`src/hdl/pcrs_pkg.sv`:
```
// Constants and types shared by the program counter and return stack unit
package pcrs_pkg;
  localparam int PC_W = 21;
  localparam int SP_W = 5;
  localparam int STACK_DEPTH = 31;
  localparam int REG_ADDR_W = 12;
  localparam int CFG_WORDS = 4;
  localparam int CFG_TAIL_BYTES = 8;
  localparam int CFG_FAULT_RST_BIT = 5;
  localparam int SP_REG_FULL_BIT = 7;
  localparam int SP_REG_UNF_BIT = 6;

  localparam logic [20:0] RESET_VECTOR = 21'h000000;
  localparam logic [20:0] HI_INT_VECTOR = 21'h000008;
  localparam logic [20:0] LO_INT_VECTOR = 21'h000018;
  localparam logic [20:0] PC_STEP = 21'h000002;
  localparam logic [4:0] SP_EMPTY = 5'h00;
  localparam logic [4:0] SP_FULL = 5'h1f;
  localparam logic [15:0] CFG_WORD_RESET = 16'hffff;

  localparam logic [11:0] PC_LOW_BYTE_OFS = 12'hff9;
  localparam logic [11:0] PC_MIDDLE_LATCH_OFS = 12'hffa;
  localparam logic [11:0] PC_UPPER_LATCH_OFS = 12'hffb;
  localparam logic [11:0] RETURN_STACK_POINTER_OFS = 12'hffc;
  localparam logic [11:0] TOP_ENTRY_LOW_OFS = 12'hffd;
  localparam logic [11:0] TOP_ENTRY_HIGH_OFS = 12'hffe;
  localparam logic [11:0] TOP_ENTRY_UPPER_OFS = 12'hfff;

  typedef enum logic [3:0] {
    PCRS_CMD_NOP,
    PCRS_CMD_ADVANCE,
    PCRS_CMD_JUMP,
    PCRS_CMD_CALL,
    PCRS_CMD_RETURN,
    PCRS_CMD_UNLINK,
    PCRS_CMD_INT_HI,
    PCRS_CMD_INT_LO,
    PCRS_CMD_PUSH_SW,
    PCRS_CMD_POP_SW
  } pcrs_cmd_e;

  typedef enum logic [0:0] {
    PCRS_CFG_LOAD,
    PCRS_RUN
  } pcrs_state_e;
endpackage : pcrs_pkg

```
`src/hdl/pcrs_stack_if.sv`:
```
// Port bundle between the control logic and the return stack storage
`timescale 1ns/1ps
interface pcrs_stack_if;
  logic we;
  logic [4:0] waddr;
  logic [20:0] wdata;
  logic [4:0] raddr;
  logic [20:0] rdata;
  modport ctrl (output we, output waddr, output wdata, output raddr, input rdata);
  modport store (input we, input waddr, input wdata, input raddr, output rdata);
endinterface : pcrs_stack_if

```
`src/hdl/pcrs_stack_ram.sv`:
```
// Return stack storage, entries 1 to 31
`timescale 1ns/1ps
module pcrs_stack_ram (
  // Clock and reset
  input wire logic ref_clk_in,
  input wire logic rstn_in,
  input wire logic clk_en_in,
  // Storage port
  pcrs_stack_if.store st
);
  import pcrs_pkg::*;

  logic [20:0] entry [1:STACK_DEPTH];

  generate
    for (genvar i = 1; i <= STACK_DEPTH; i++) begin : g_entry
      always_ff @(posedge ref_clk_in or negedge rstn_in) begin
        if (!rstn_in) begin
          entry[i] <= 21'h000000;
        end else if (clk_en_in && st.we && st.waddr == 5'(i)) begin
          entry[i] <= st.wdata;
        end
      end
    end
  endgenerate

  // Pointer zero reads as zero, there is no entry behind it
  assign st.rdata = (st.raddr == SP_EMPTY) ? 21'h000000 : entry[st.raddr];
endmodule : pcrs_stack_ram

```
`src/hdl/pcrs_unit.sv`:
```
// Program counter, latches, configuration copy and return stack control
`timescale 1ns/1ps
module pcrs_unit #(
  parameter int MEM_BYTES = 65536
) (
  // Clock and reset
  input wire logic ref_clk_in,
  input wire logic rstn_in,
  input wire logic clk_en_in,
  // Sequencer
  input wire pcrs_pkg::pcrs_cmd_e cmd_in,
  input wire logic [20:0] target_in,
  input wire logic ext_set_en_in,
  input wire logic dev_reset_in,
  // Program memory
  output logic [20:0] mem_addr_out,
  input wire logic [15:0] mem_rdata_in,
  output logic [15:0] instr_out,
  // Register port
  input wire logic [11:0] reg_addr_in,
  input wire logic [7:0] reg_wdata_in,
  input wire logic reg_wr_in,
  input wire logic reg_rd_in,
  output logic [7:0] reg_rdata_out,
  // Status
  output logic [20:0] pc_out,
  output logic [63:0] cfg_words_out,
  output logic cfg_done_out,
  output logic stack_reset_out
);
  import pcrs_pkg::*;

  localparam logic [20:0] CFG_BASE = 21'(MEM_BYTES - CFG_TAIL_BYTES);
  localparam logic [21:0] MEM_TOP = 22'(MEM_BYTES);

  pcrs_stack_if stk ();

  pcrs_stack_ram u_ram (
    .ref_clk_in (ref_clk_in),
    .rstn_in (rstn_in),
    .clk_en_in (clk_en_in),
    .st (stk.store)
  );

  logic [20:0] pc;
  logic [4:0] sp;
  logic [7:0] pc_middle_latch;
  logic [4:0] pc_upper_latch;
  logic stack_full_flag;
  logic stack_underflow_flag;
  pcrs_state_e state;
  logic [1:0] cfg_idx;
  logic [15:0] cfg_word [0:CFG_WORDS-1];

  logic soft_rst;
  logic run;
  logic stack_fault_reset_option;
  logic do_push;
  logic do_pop;
  logic pop_to_pc;
  logic [20:0] branch_pc;
  logic [20:0] next_pc;
  logic [4:0] next_sp;
  logic set_full;
  logic set_unf;
  logic fault;
  logic push_we;
  logic tos_we;
  logic [20:0] tos_wdata;
  logic wr_pc_low;
  logic wr_sp;
  logic wr_tos;
  pcrs_state_e next_state;
  logic [1:0] next_cfg_idx;
  logic [20:0] next_mem_addr;

  // Stack fault reset and device reset both restart the unit from the vector
  assign soft_rst = dev_reset_in | stack_reset_out;
  assign run = (state == PCRS_RUN) && !soft_rst;
  assign stack_fault_reset_option = cfg_word[0][CFG_FAULT_RST_BIT];
  assign wr_pc_low = reg_wr_in && reg_addr_in == PC_LOW_BYTE_OFS;
  assign wr_sp = reg_wr_in && reg_addr_in == RETURN_STACK_POINTER_OFS;
  assign wr_tos = reg_wr_in && (reg_addr_in == TOP_ENTRY_LOW_OFS ||
    reg_addr_in == TOP_ENTRY_HIGH_OFS || reg_addr_in == TOP_ENTRY_UPPER_OFS);

  // Sequencer command decode
  always_comb begin
    do_push = 1'b0;
    do_pop = 1'b0;
    pop_to_pc = 1'b0;
    branch_pc = pc + PC_STEP;
    if (run) begin
      case (cmd_in)
        PCRS_CMD_ADVANCE: branch_pc = pc + PC_STEP;
        PCRS_CMD_JUMP: branch_pc = {target_in[20:1], 1'b0};
        PCRS_CMD_CALL: begin
          do_push = 1'b1;
          branch_pc = {target_in[20:1], 1'b0};
        end
        PCRS_CMD_INT_HI: begin
          do_push = 1'b1;
          branch_pc = HI_INT_VECTOR;
        end
        PCRS_CMD_INT_LO: begin
          do_push = 1'b1;
          branch_pc = LO_INT_VECTOR;
        end
        PCRS_CMD_RETURN: begin
          do_pop = 1'b1;
          pop_to_pc = 1'b1;
        end
        PCRS_CMD_UNLINK: begin
          do_pop = ext_set_en_in;
          pop_to_pc = ext_set_en_in;
        end
        PCRS_CMD_PUSH_SW: do_push = 1'b1;
        PCRS_CMD_POP_SW: do_pop = 1'b1;
        default: branch_pc = pc;
      endcase
    end
  end

  // Stack pointer, counter and fault resolution
  always_comb begin
    next_pc = pc;
    next_sp = sp;
    set_full = 1'b0;
    set_unf = 1'b0;
    fault = 1'b0;
    push_we = 1'b0;
    if (soft_rst) begin
      next_pc = RESET_VECTOR;
      next_sp = SP_EMPTY;
    end else if (run && cmd_in != PCRS_CMD_NOP) begin
      next_pc = branch_pc;
      if (do_push) begin
        if (sp == SP_FULL) begin
          set_full = 1'b1;
          fault = stack_fault_reset_option;
        end else begin
          next_sp = sp + 5'h01;
          push_we = 1'b1;
          set_full = (sp + 5'h01) == SP_FULL;
          fault = set_full && stack_fault_reset_option;
        end
      end else if (do_pop) begin
        if (sp == SP_EMPTY) begin
          set_unf = 1'b1;
          fault = stack_fault_reset_option;
          if (pop_to_pc) begin
            next_pc = RESET_VECTOR;
          end
        end else begin
          next_sp = sp - 5'h01;
          if (pop_to_pc) begin
            next_pc = {stk.rdata[20:1], 1'b0};
          end
        end
      end
    end else if (state == PCRS_RUN && cmd_in == PCRS_CMD_NOP) begin
      if (wr_pc_low) begin
        next_pc = {pc_upper_latch, pc_middle_latch, reg_wdata_in[7:1], 1'b0};
      end
      if (wr_sp) begin
        next_sp = reg_wdata_in[4:0];
      end
    end
  end

  // Top-of-stack write merges one byte into the entry under the pointer
  always_comb begin
    tos_wdata = stk.rdata;
    case (reg_addr_in)
      TOP_ENTRY_LOW_OFS: tos_wdata[7:0] = reg_wdata_in;
      TOP_ENTRY_HIGH_OFS: tos_wdata[15:8] = reg_wdata_in;
      TOP_ENTRY_UPPER_OFS: tos_wdata[20:16] = reg_wdata_in[4:0];
      default: tos_wdata = stk.rdata;
    endcase
  end

  assign tos_we = wr_tos && run && cmd_in == PCRS_CMD_NOP && sp != SP_EMPTY;
  assign stk.we = push_we | tos_we;
  assign stk.waddr = push_we ? (sp + 5'h01) : sp;
  assign stk.wdata = push_we ? pc : tos_wdata;
  assign stk.raddr = sp;

  // Configuration copy sequence
  always_comb begin
    next_state = state;
    next_cfg_idx = cfg_idx;
    if (soft_rst) begin
      next_state = PCRS_CFG_LOAD;
      next_cfg_idx = 2'h0;
    end else if (state == PCRS_CFG_LOAD) begin
      next_cfg_idx = cfg_idx + 2'h1;
      if (cfg_idx == 2'h3) begin
        next_state = PCRS_RUN;
      end
    end
    if (next_state == PCRS_CFG_LOAD) begin
      next_mem_addr = CFG_BASE + {18'h00000, next_cfg_idx, 1'b0};
    end else begin
      next_mem_addr = next_pc;
    end
  end

  always_ff @(posedge ref_clk_in or negedge rstn_in) begin
    if (!rstn_in) begin
      state <= PCRS_CFG_LOAD;
      cfg_idx <= 2'h0;
      mem_addr_out <= CFG_BASE;
    end else if (clk_en_in) begin
      state <= next_state;
      cfg_idx <= next_cfg_idx;
      mem_addr_out <= next_mem_addr;
    end
  end

  // Word k takes the even byte as low half, so bytes ascend through the block
  always_ff @(posedge ref_clk_in or negedge rstn_in) begin
    if (!rstn_in) begin
      for (int k = 0; k < CFG_WORDS; k++) begin
        cfg_word[k] <= CFG_WORD_RESET;
      end
    end else if (clk_en_in && state == PCRS_CFG_LOAD && !soft_rst) begin
      cfg_word[cfg_idx] <= mem_rdata_in;
    end
  end

  always_ff @(posedge ref_clk_in or negedge rstn_in) begin
    if (!rstn_in) begin
      cfg_done_out <= 1'b0;
      cfg_words_out <= {CFG_WORDS{CFG_WORD_RESET}};
    end else if (clk_en_in) begin
      cfg_done_out <= (next_state == PCRS_RUN);
      cfg_words_out <= {cfg_word[3], cfg_word[2], cfg_word[1], cfg_word[0]};
    end
  end

  always_ff @(posedge ref_clk_in or negedge rstn_in) begin
    if (!rstn_in) begin
      pc <= RESET_VECTOR;
      pc_out <= RESET_VECTOR;
      sp <= SP_EMPTY;
    end else if (clk_en_in) begin
      pc <= next_pc;
      pc_out <= next_pc;
      sp <= next_sp;
    end
  end

  // Zero above implemented memory decodes as a no-operation
  always_ff @(posedge ref_clk_in or negedge rstn_in) begin
    if (!rstn_in) begin
      instr_out <= 16'h0000;
    end else if (clk_en_in) begin
      instr_out <= ({1'b0, mem_addr_out} >= MEM_TOP) ? 16'h0000 : mem_rdata_in;
    end
  end

  // The fault pulse lasts one cycle and then restarts the unit
  always_ff @(posedge ref_clk_in or negedge rstn_in) begin
    if (!rstn_in) begin
      stack_reset_out <= 1'b0;
    end else if (clk_en_in) begin
      stack_reset_out <= fault;
    end
  end

  // Flags survive device resets; only power-on clears them besides software
  always_ff @(posedge ref_clk_in or negedge rstn_in) begin
    if (!rstn_in) begin
      stack_full_flag <= 1'b0;
      stack_underflow_flag <= 1'b0;
    end else if (clk_en_in) begin
      stack_full_flag <= set_full | (stack_full_flag &
        !(wr_sp && !reg_wdata_in[SP_REG_FULL_BIT]));
      stack_underflow_flag <= set_unf | (stack_underflow_flag &
        !(wr_sp && !reg_wdata_in[SP_REG_UNF_BIT]));
    end
  end

  // Latches change only by register access, never by branches or returns
  always_ff @(posedge ref_clk_in or negedge rstn_in) begin
    if (!rstn_in) begin
      pc_middle_latch <= 8'h00;
      pc_upper_latch <= 5'h00;
    end else if (clk_en_in) begin
      if (reg_rd_in && reg_addr_in == PC_LOW_BYTE_OFS) begin
        pc_middle_latch <= pc[15:8];
        pc_upper_latch <= pc[20:16];
      end else if (reg_wr_in && reg_addr_in == PC_MIDDLE_LATCH_OFS) begin
        pc_middle_latch <= reg_wdata_in;
      end else if (reg_wr_in && reg_addr_in == PC_UPPER_LATCH_OFS) begin
        pc_upper_latch <= reg_wdata_in[4:0];
      end
    end
  end

  always_ff @(posedge ref_clk_in or negedge rstn_in) begin
    if (!rstn_in) begin
      reg_rdata_out <= 8'h00;
    end else if (clk_en_in) begin
      reg_rdata_out <= 8'h00;
      if (reg_rd_in) begin
        case (reg_addr_in)
          PC_LOW_BYTE_OFS: reg_rdata_out <= pc[7:0];
          PC_MIDDLE_LATCH_OFS: reg_rdata_out <= pc_middle_latch;
          PC_UPPER_LATCH_OFS: reg_rdata_out <= {3'h0, pc_upper_latch};
          RETURN_STACK_POINTER_OFS:
            reg_rdata_out <= {stack_full_flag, stack_underflow_flag, 1'b0, sp};
          TOP_ENTRY_LOW_OFS: reg_rdata_out <= stk.rdata[7:0];
          TOP_ENTRY_HIGH_OFS: reg_rdata_out <= stk.rdata[15:8];
          TOP_ENTRY_UPPER_OFS: reg_rdata_out <= {3'h0, stk.rdata[20:16]};
          default: reg_rdata_out <= 8'h00;
        endcase
      end
    end
  end
endmodule : pcrs_unit

```
`config.mk`:
```
export PLATFORM = sky130hd
export DESIGN_NAME = pcrs_unit
export DESIGN_NICKNAME = d
export VERILOG_FILES = /design/src/hdl/pcrs_pkg.sv /design/src/hdl/pcrs_stack_if.sv /design/src/hdl/pcrs_stack_ram.sv /design/src/hdl/pcrs_unit.sv
export SDC_FILE = /design/constraint.sdc
export NUM_CORES = 2
export LEC_CHECK = 0
export ABC_AREA = 1
export BUFFER_PORTS_ARGS = -buffer_cell sky130_fd_sc_hd__buf_4
export CORE_MARGIN = 10
export CORE_UTILIZATION = 35
export DETAILED_ROUTE_END_ITERATION = 12
export PLACE_DENSITY = 0.57
export SLEW_MARGIN = 30
export SYNTH_ARGS = -nofsm -noshare
export SYNTH_HDL_FRONTEND = slang
export SYNTH_HIERARCHICAL = 1
export SYNTH_SLANG_ARGS = --single-unit
```
`constraint.sdc`:
```
create_clock -name ref_clk_in -period 3.1 [get_ports ref_clk_in]
set_clock_uncertainty 0.1 [all_clocks]
set_input_delay 0.465 -clock ref_clk_in [delete_from_list [all_inputs] [get_ports ref_clk_in]]
set_output_delay 0.465 -clock ref_clk_in [all_outputs]
set_load 0.03 [all_outputs]
```
==> flow_summary.json <==
{
  "clkTransAtPathRegs_ns": 0.06,
  "clockRootBuffer": "clkbuf_16",
  "synth_top_cell_area_share": 0.432,
  "worst-endpoint-arrival_ns": 3.53,
  "min_period_over_period": 0.978,
  "ant_nets": 0,
  "cp_data_required_time_ns": 3.60,
  "fillers": 12300,
  "grt_pass1_vias": 35200,
  "multi_input_area_um2": 16700,
  "ys_ff_latch": 869,
  "num_vias": 37000,
  "syn_to_final_growth_pct": 20.9,
  "post_drt_wl_per_cell_um": 19.3,
  "grt_overflow_total": 0,
  "outcome": "completed",
  "die-area_um2": 135000,
  "row_count": 127,
  "wirelength_um": 143000,
  "cap_violations": 0,
  "period_minus_slack_ns": 3.03,
  "place.port_buffers": 198,
  "seq_area_um2": 21900,
  "drive_gt1_frac": 0.149,
  "final_hold_viol_count": 0,
  "slew_viol_final": 0,
  "yosysWarnings": 6,
  "slew_headroom": 0.541,
  "num-nets-final": 5775,
  "rsz0062_at_grt": "yes",
  "cts_inserted_buffers": 98,
  "irDropWorstVdd_v": 0.000543,
  "syn_area_um2": 42100,
  "synthCells": 5523,
  "drt_first_pass_iters": 6,
  "chipHeight_um": 367,
  "max_freq_mhz": 330,
  "grt_max_degree": 111,
  "ys_seq_area_frac": 0.520,
  "p_leak_uw": 0.0232,
  "drc_errors": 0,
  "hp-class": "primary input to register",
  "syn_avg_cell_area_um2": 7.63,
  "grt_pass1_wl_um": 217000,
  "routed_via_density": 5.01,
  "die_w_um": 367,
  "worstSetupStartpointType": "register",
  "place.gp.congestion": 0.924,
  "worstPathMaxFanout": 31,
  "power_density_nw_per_um2": 692,
  "setup_viol": 0,
  "utilization": 0.425,
  "critical_path_class": "register to register",
  "place.detailed.hpwl_um": 90900,
  "ys_types": 42,
  "grt_usage": 0.205,
  "synthTopCellsByArea": "dfrtp_1 (43%), nand2_1 (18%), dfstp_2 (8.8%)",
  "grt_antenna_before_repair": 6,
  "initial_utilization": 0.352,
  "io-pin-count": 200,
  "yosysTopAreaCell": "dfrtp_1",
  "core-area_um2": 120000,
  "crit_path_end_kind": "register",
  "drtIter0Drc": 3671,
  "cts_buffer_depth": 3,
  "htreeDepth": 3,
  "setup_tns_ns": 0,
  "worstSkewPairLatency_ns": 0.71,
  "clock_sinks": 869,
  "cts_tree": "built",
  "worst_pin_slew_ns": 0.686,
  "syn_nets": 5600
}
layer usage:
metal  track usage  up-vias  routed length (um)
li1              -    17900                   -
met1         0.284    17800               63400
met2         0.324     1089               65700
met3        0.0300      203                9200
met4        0.0694        4                4640
met5             0        -                  25
metrics by stage:
step | area, um^2 | power, uW | hold slack (ns) | setup slack [ns] | instances
final | 50900 | 35200 | 0.0403 | 0.0696 | 7389
after global placement | 47000 | 22700 | 0.331 | -0.0257 | 7188
after CTS | 50500 | 35200 | 0.000697 | 0.0149 | 7365
after global routing | 50900 | 36800 | 0.0417 | -0.0264 | 7387
after floorplan | 42100 | 17900 | 0.0694 | 0.193 | 5523
after detailed placement | 47000 | 22800 | 0.323 | -0.0495 | 7188
registers in the layout, summed over array words and instances (netlist names), 2 cells and up:
signal / cells
cfg_idx: 2
cfg_word: 64
cfg_words_out: 64
instr_out: 16
mem_addr_out: 21
pc: 21
pc_middle_latch: 8
pc_upper_latch: 5
reg_rdata_out: 8
sp: 5
u_ram/entry: 651
what timing repair did:
| item | in CTS | in global routing |
|---|---|---|
| gates resized for setup | 2 | 55 |
| pin swaps | 0 | 3 |
| hold endpoints to repair | 48 | 0 |
| hold buffers | 2 | 0 |
| setup buffers | 0 | 13 |
| endpoints found under the setup margin | 48 | 667 |
| cloned | 0 | 8 |
path summary, 6_finish.rpt:
check / end / from / slack (ns) / depth (start not counted)
max: u_ram/entry[154]$_DFFE_PN0P_ / sp[0]$_DFFE_PN0P_ / 0.07 / 16
min: cfg_word[59]$_DFFE_PN1P_ / mem_rdata_in[11] / 0.04 / 3
max reg2reg: u_ram/entry[154]$_DFFE_PN0P_ / sp[0]$_DFFE_PN0P_ / 0.07 / 16
min reg2reg: cfg_words_out[2]$_DFFE_PN1P_ / cfg_word[50]$_DFFE_PN1P_ / 0.33 / 2
max in group asynchronous: cfg_word[50]$_DFFE_PN1P_ / rstn_in / 1.66 / 3
min in group asynchronous: u_ram/entry[346]$_DFFE_PN0P_ / rstn_in / 0.17 / 2
cells by family after synthesis:
group                      share of synthesized area
buffers and inverters                         0.0861
adders and majority gates                    0.00267
and+or+nand+nor                                0.264
xor gates and xnor gates                     0.00145
AOI/OAI and AO/OA                              0.126
DFF                                            0.520
where the power goes:
group          internal, uW  leakage (uW)  switching, uW
clock network          7350       0.00171           4960
registers             12600        0.0115            496
logic                  3150       0.00999           6700
total                 23100        0.0232          12200
cell usage after synthesis (all sizes together):
library cell and number:
o211ai 29, xnor2 2, ha 9, o2111ai 1, nor3 7, clkinv 2
nand4 9, xor2 5, dfrtp 728, o31ai 16, nor2 129, nand2 2018
a21boi 1, nand3 544, a31oi 7, o22ai 15, o21ai 843, and2 3
or2 4, inv 508, a21oi 115, buf 159, dfstp 141, a22oi 3
clkbuf 225
cells in the final DEF, fill, tap and decap left out, types with 29 or more instances in the layout:
master,Yosys,routed
inv_1,498,493
o21ai_1,116,124
buf_12,0,101
nand2_1,1996,1982
nor2_1,110,104
buf_4,24,342
dfstp_2,141,141
o211ai_1,29,29
a21oi_1,114,113
o21ai_0,727,719
clkbuf_16,0,104
nand2_2,20,34
nand3_1,542,531
clkbuf_8,0,29
dfrtp_1,728,724
cell type report:
class | instances | area share
diodes | 4 | 0.000196
clock buffers | 137 | 0.0567
clock inverters | 38 | 0.0112
repair buffers | 458 | 0.0954
inverters | 510 | 0.0380
multi-input cells | 3761 | 0.328
well taps | 1612 | 0.0396
flip-flops and latches | 869 | 0.431
critical path: stages, from the launching register on:
cell      delay (ns)
dfrtp_4         0.52
clkinv_8        0.12
nor2_4          0.23
buf_4           0.18
nand2_1         0.05
nand3_1         0.08
nand3_2         0.17
nand2_1         0.17
nand2_1         0.08
nand2_1         0.19
inv_1           0.08
nand2_1         0.07
o211ai_1        0.07
o21ai_1         0.23
inv_1           0.13
buf_12          0.20
o21ai_0         0.24
Power figures use the tool's default switching activity.
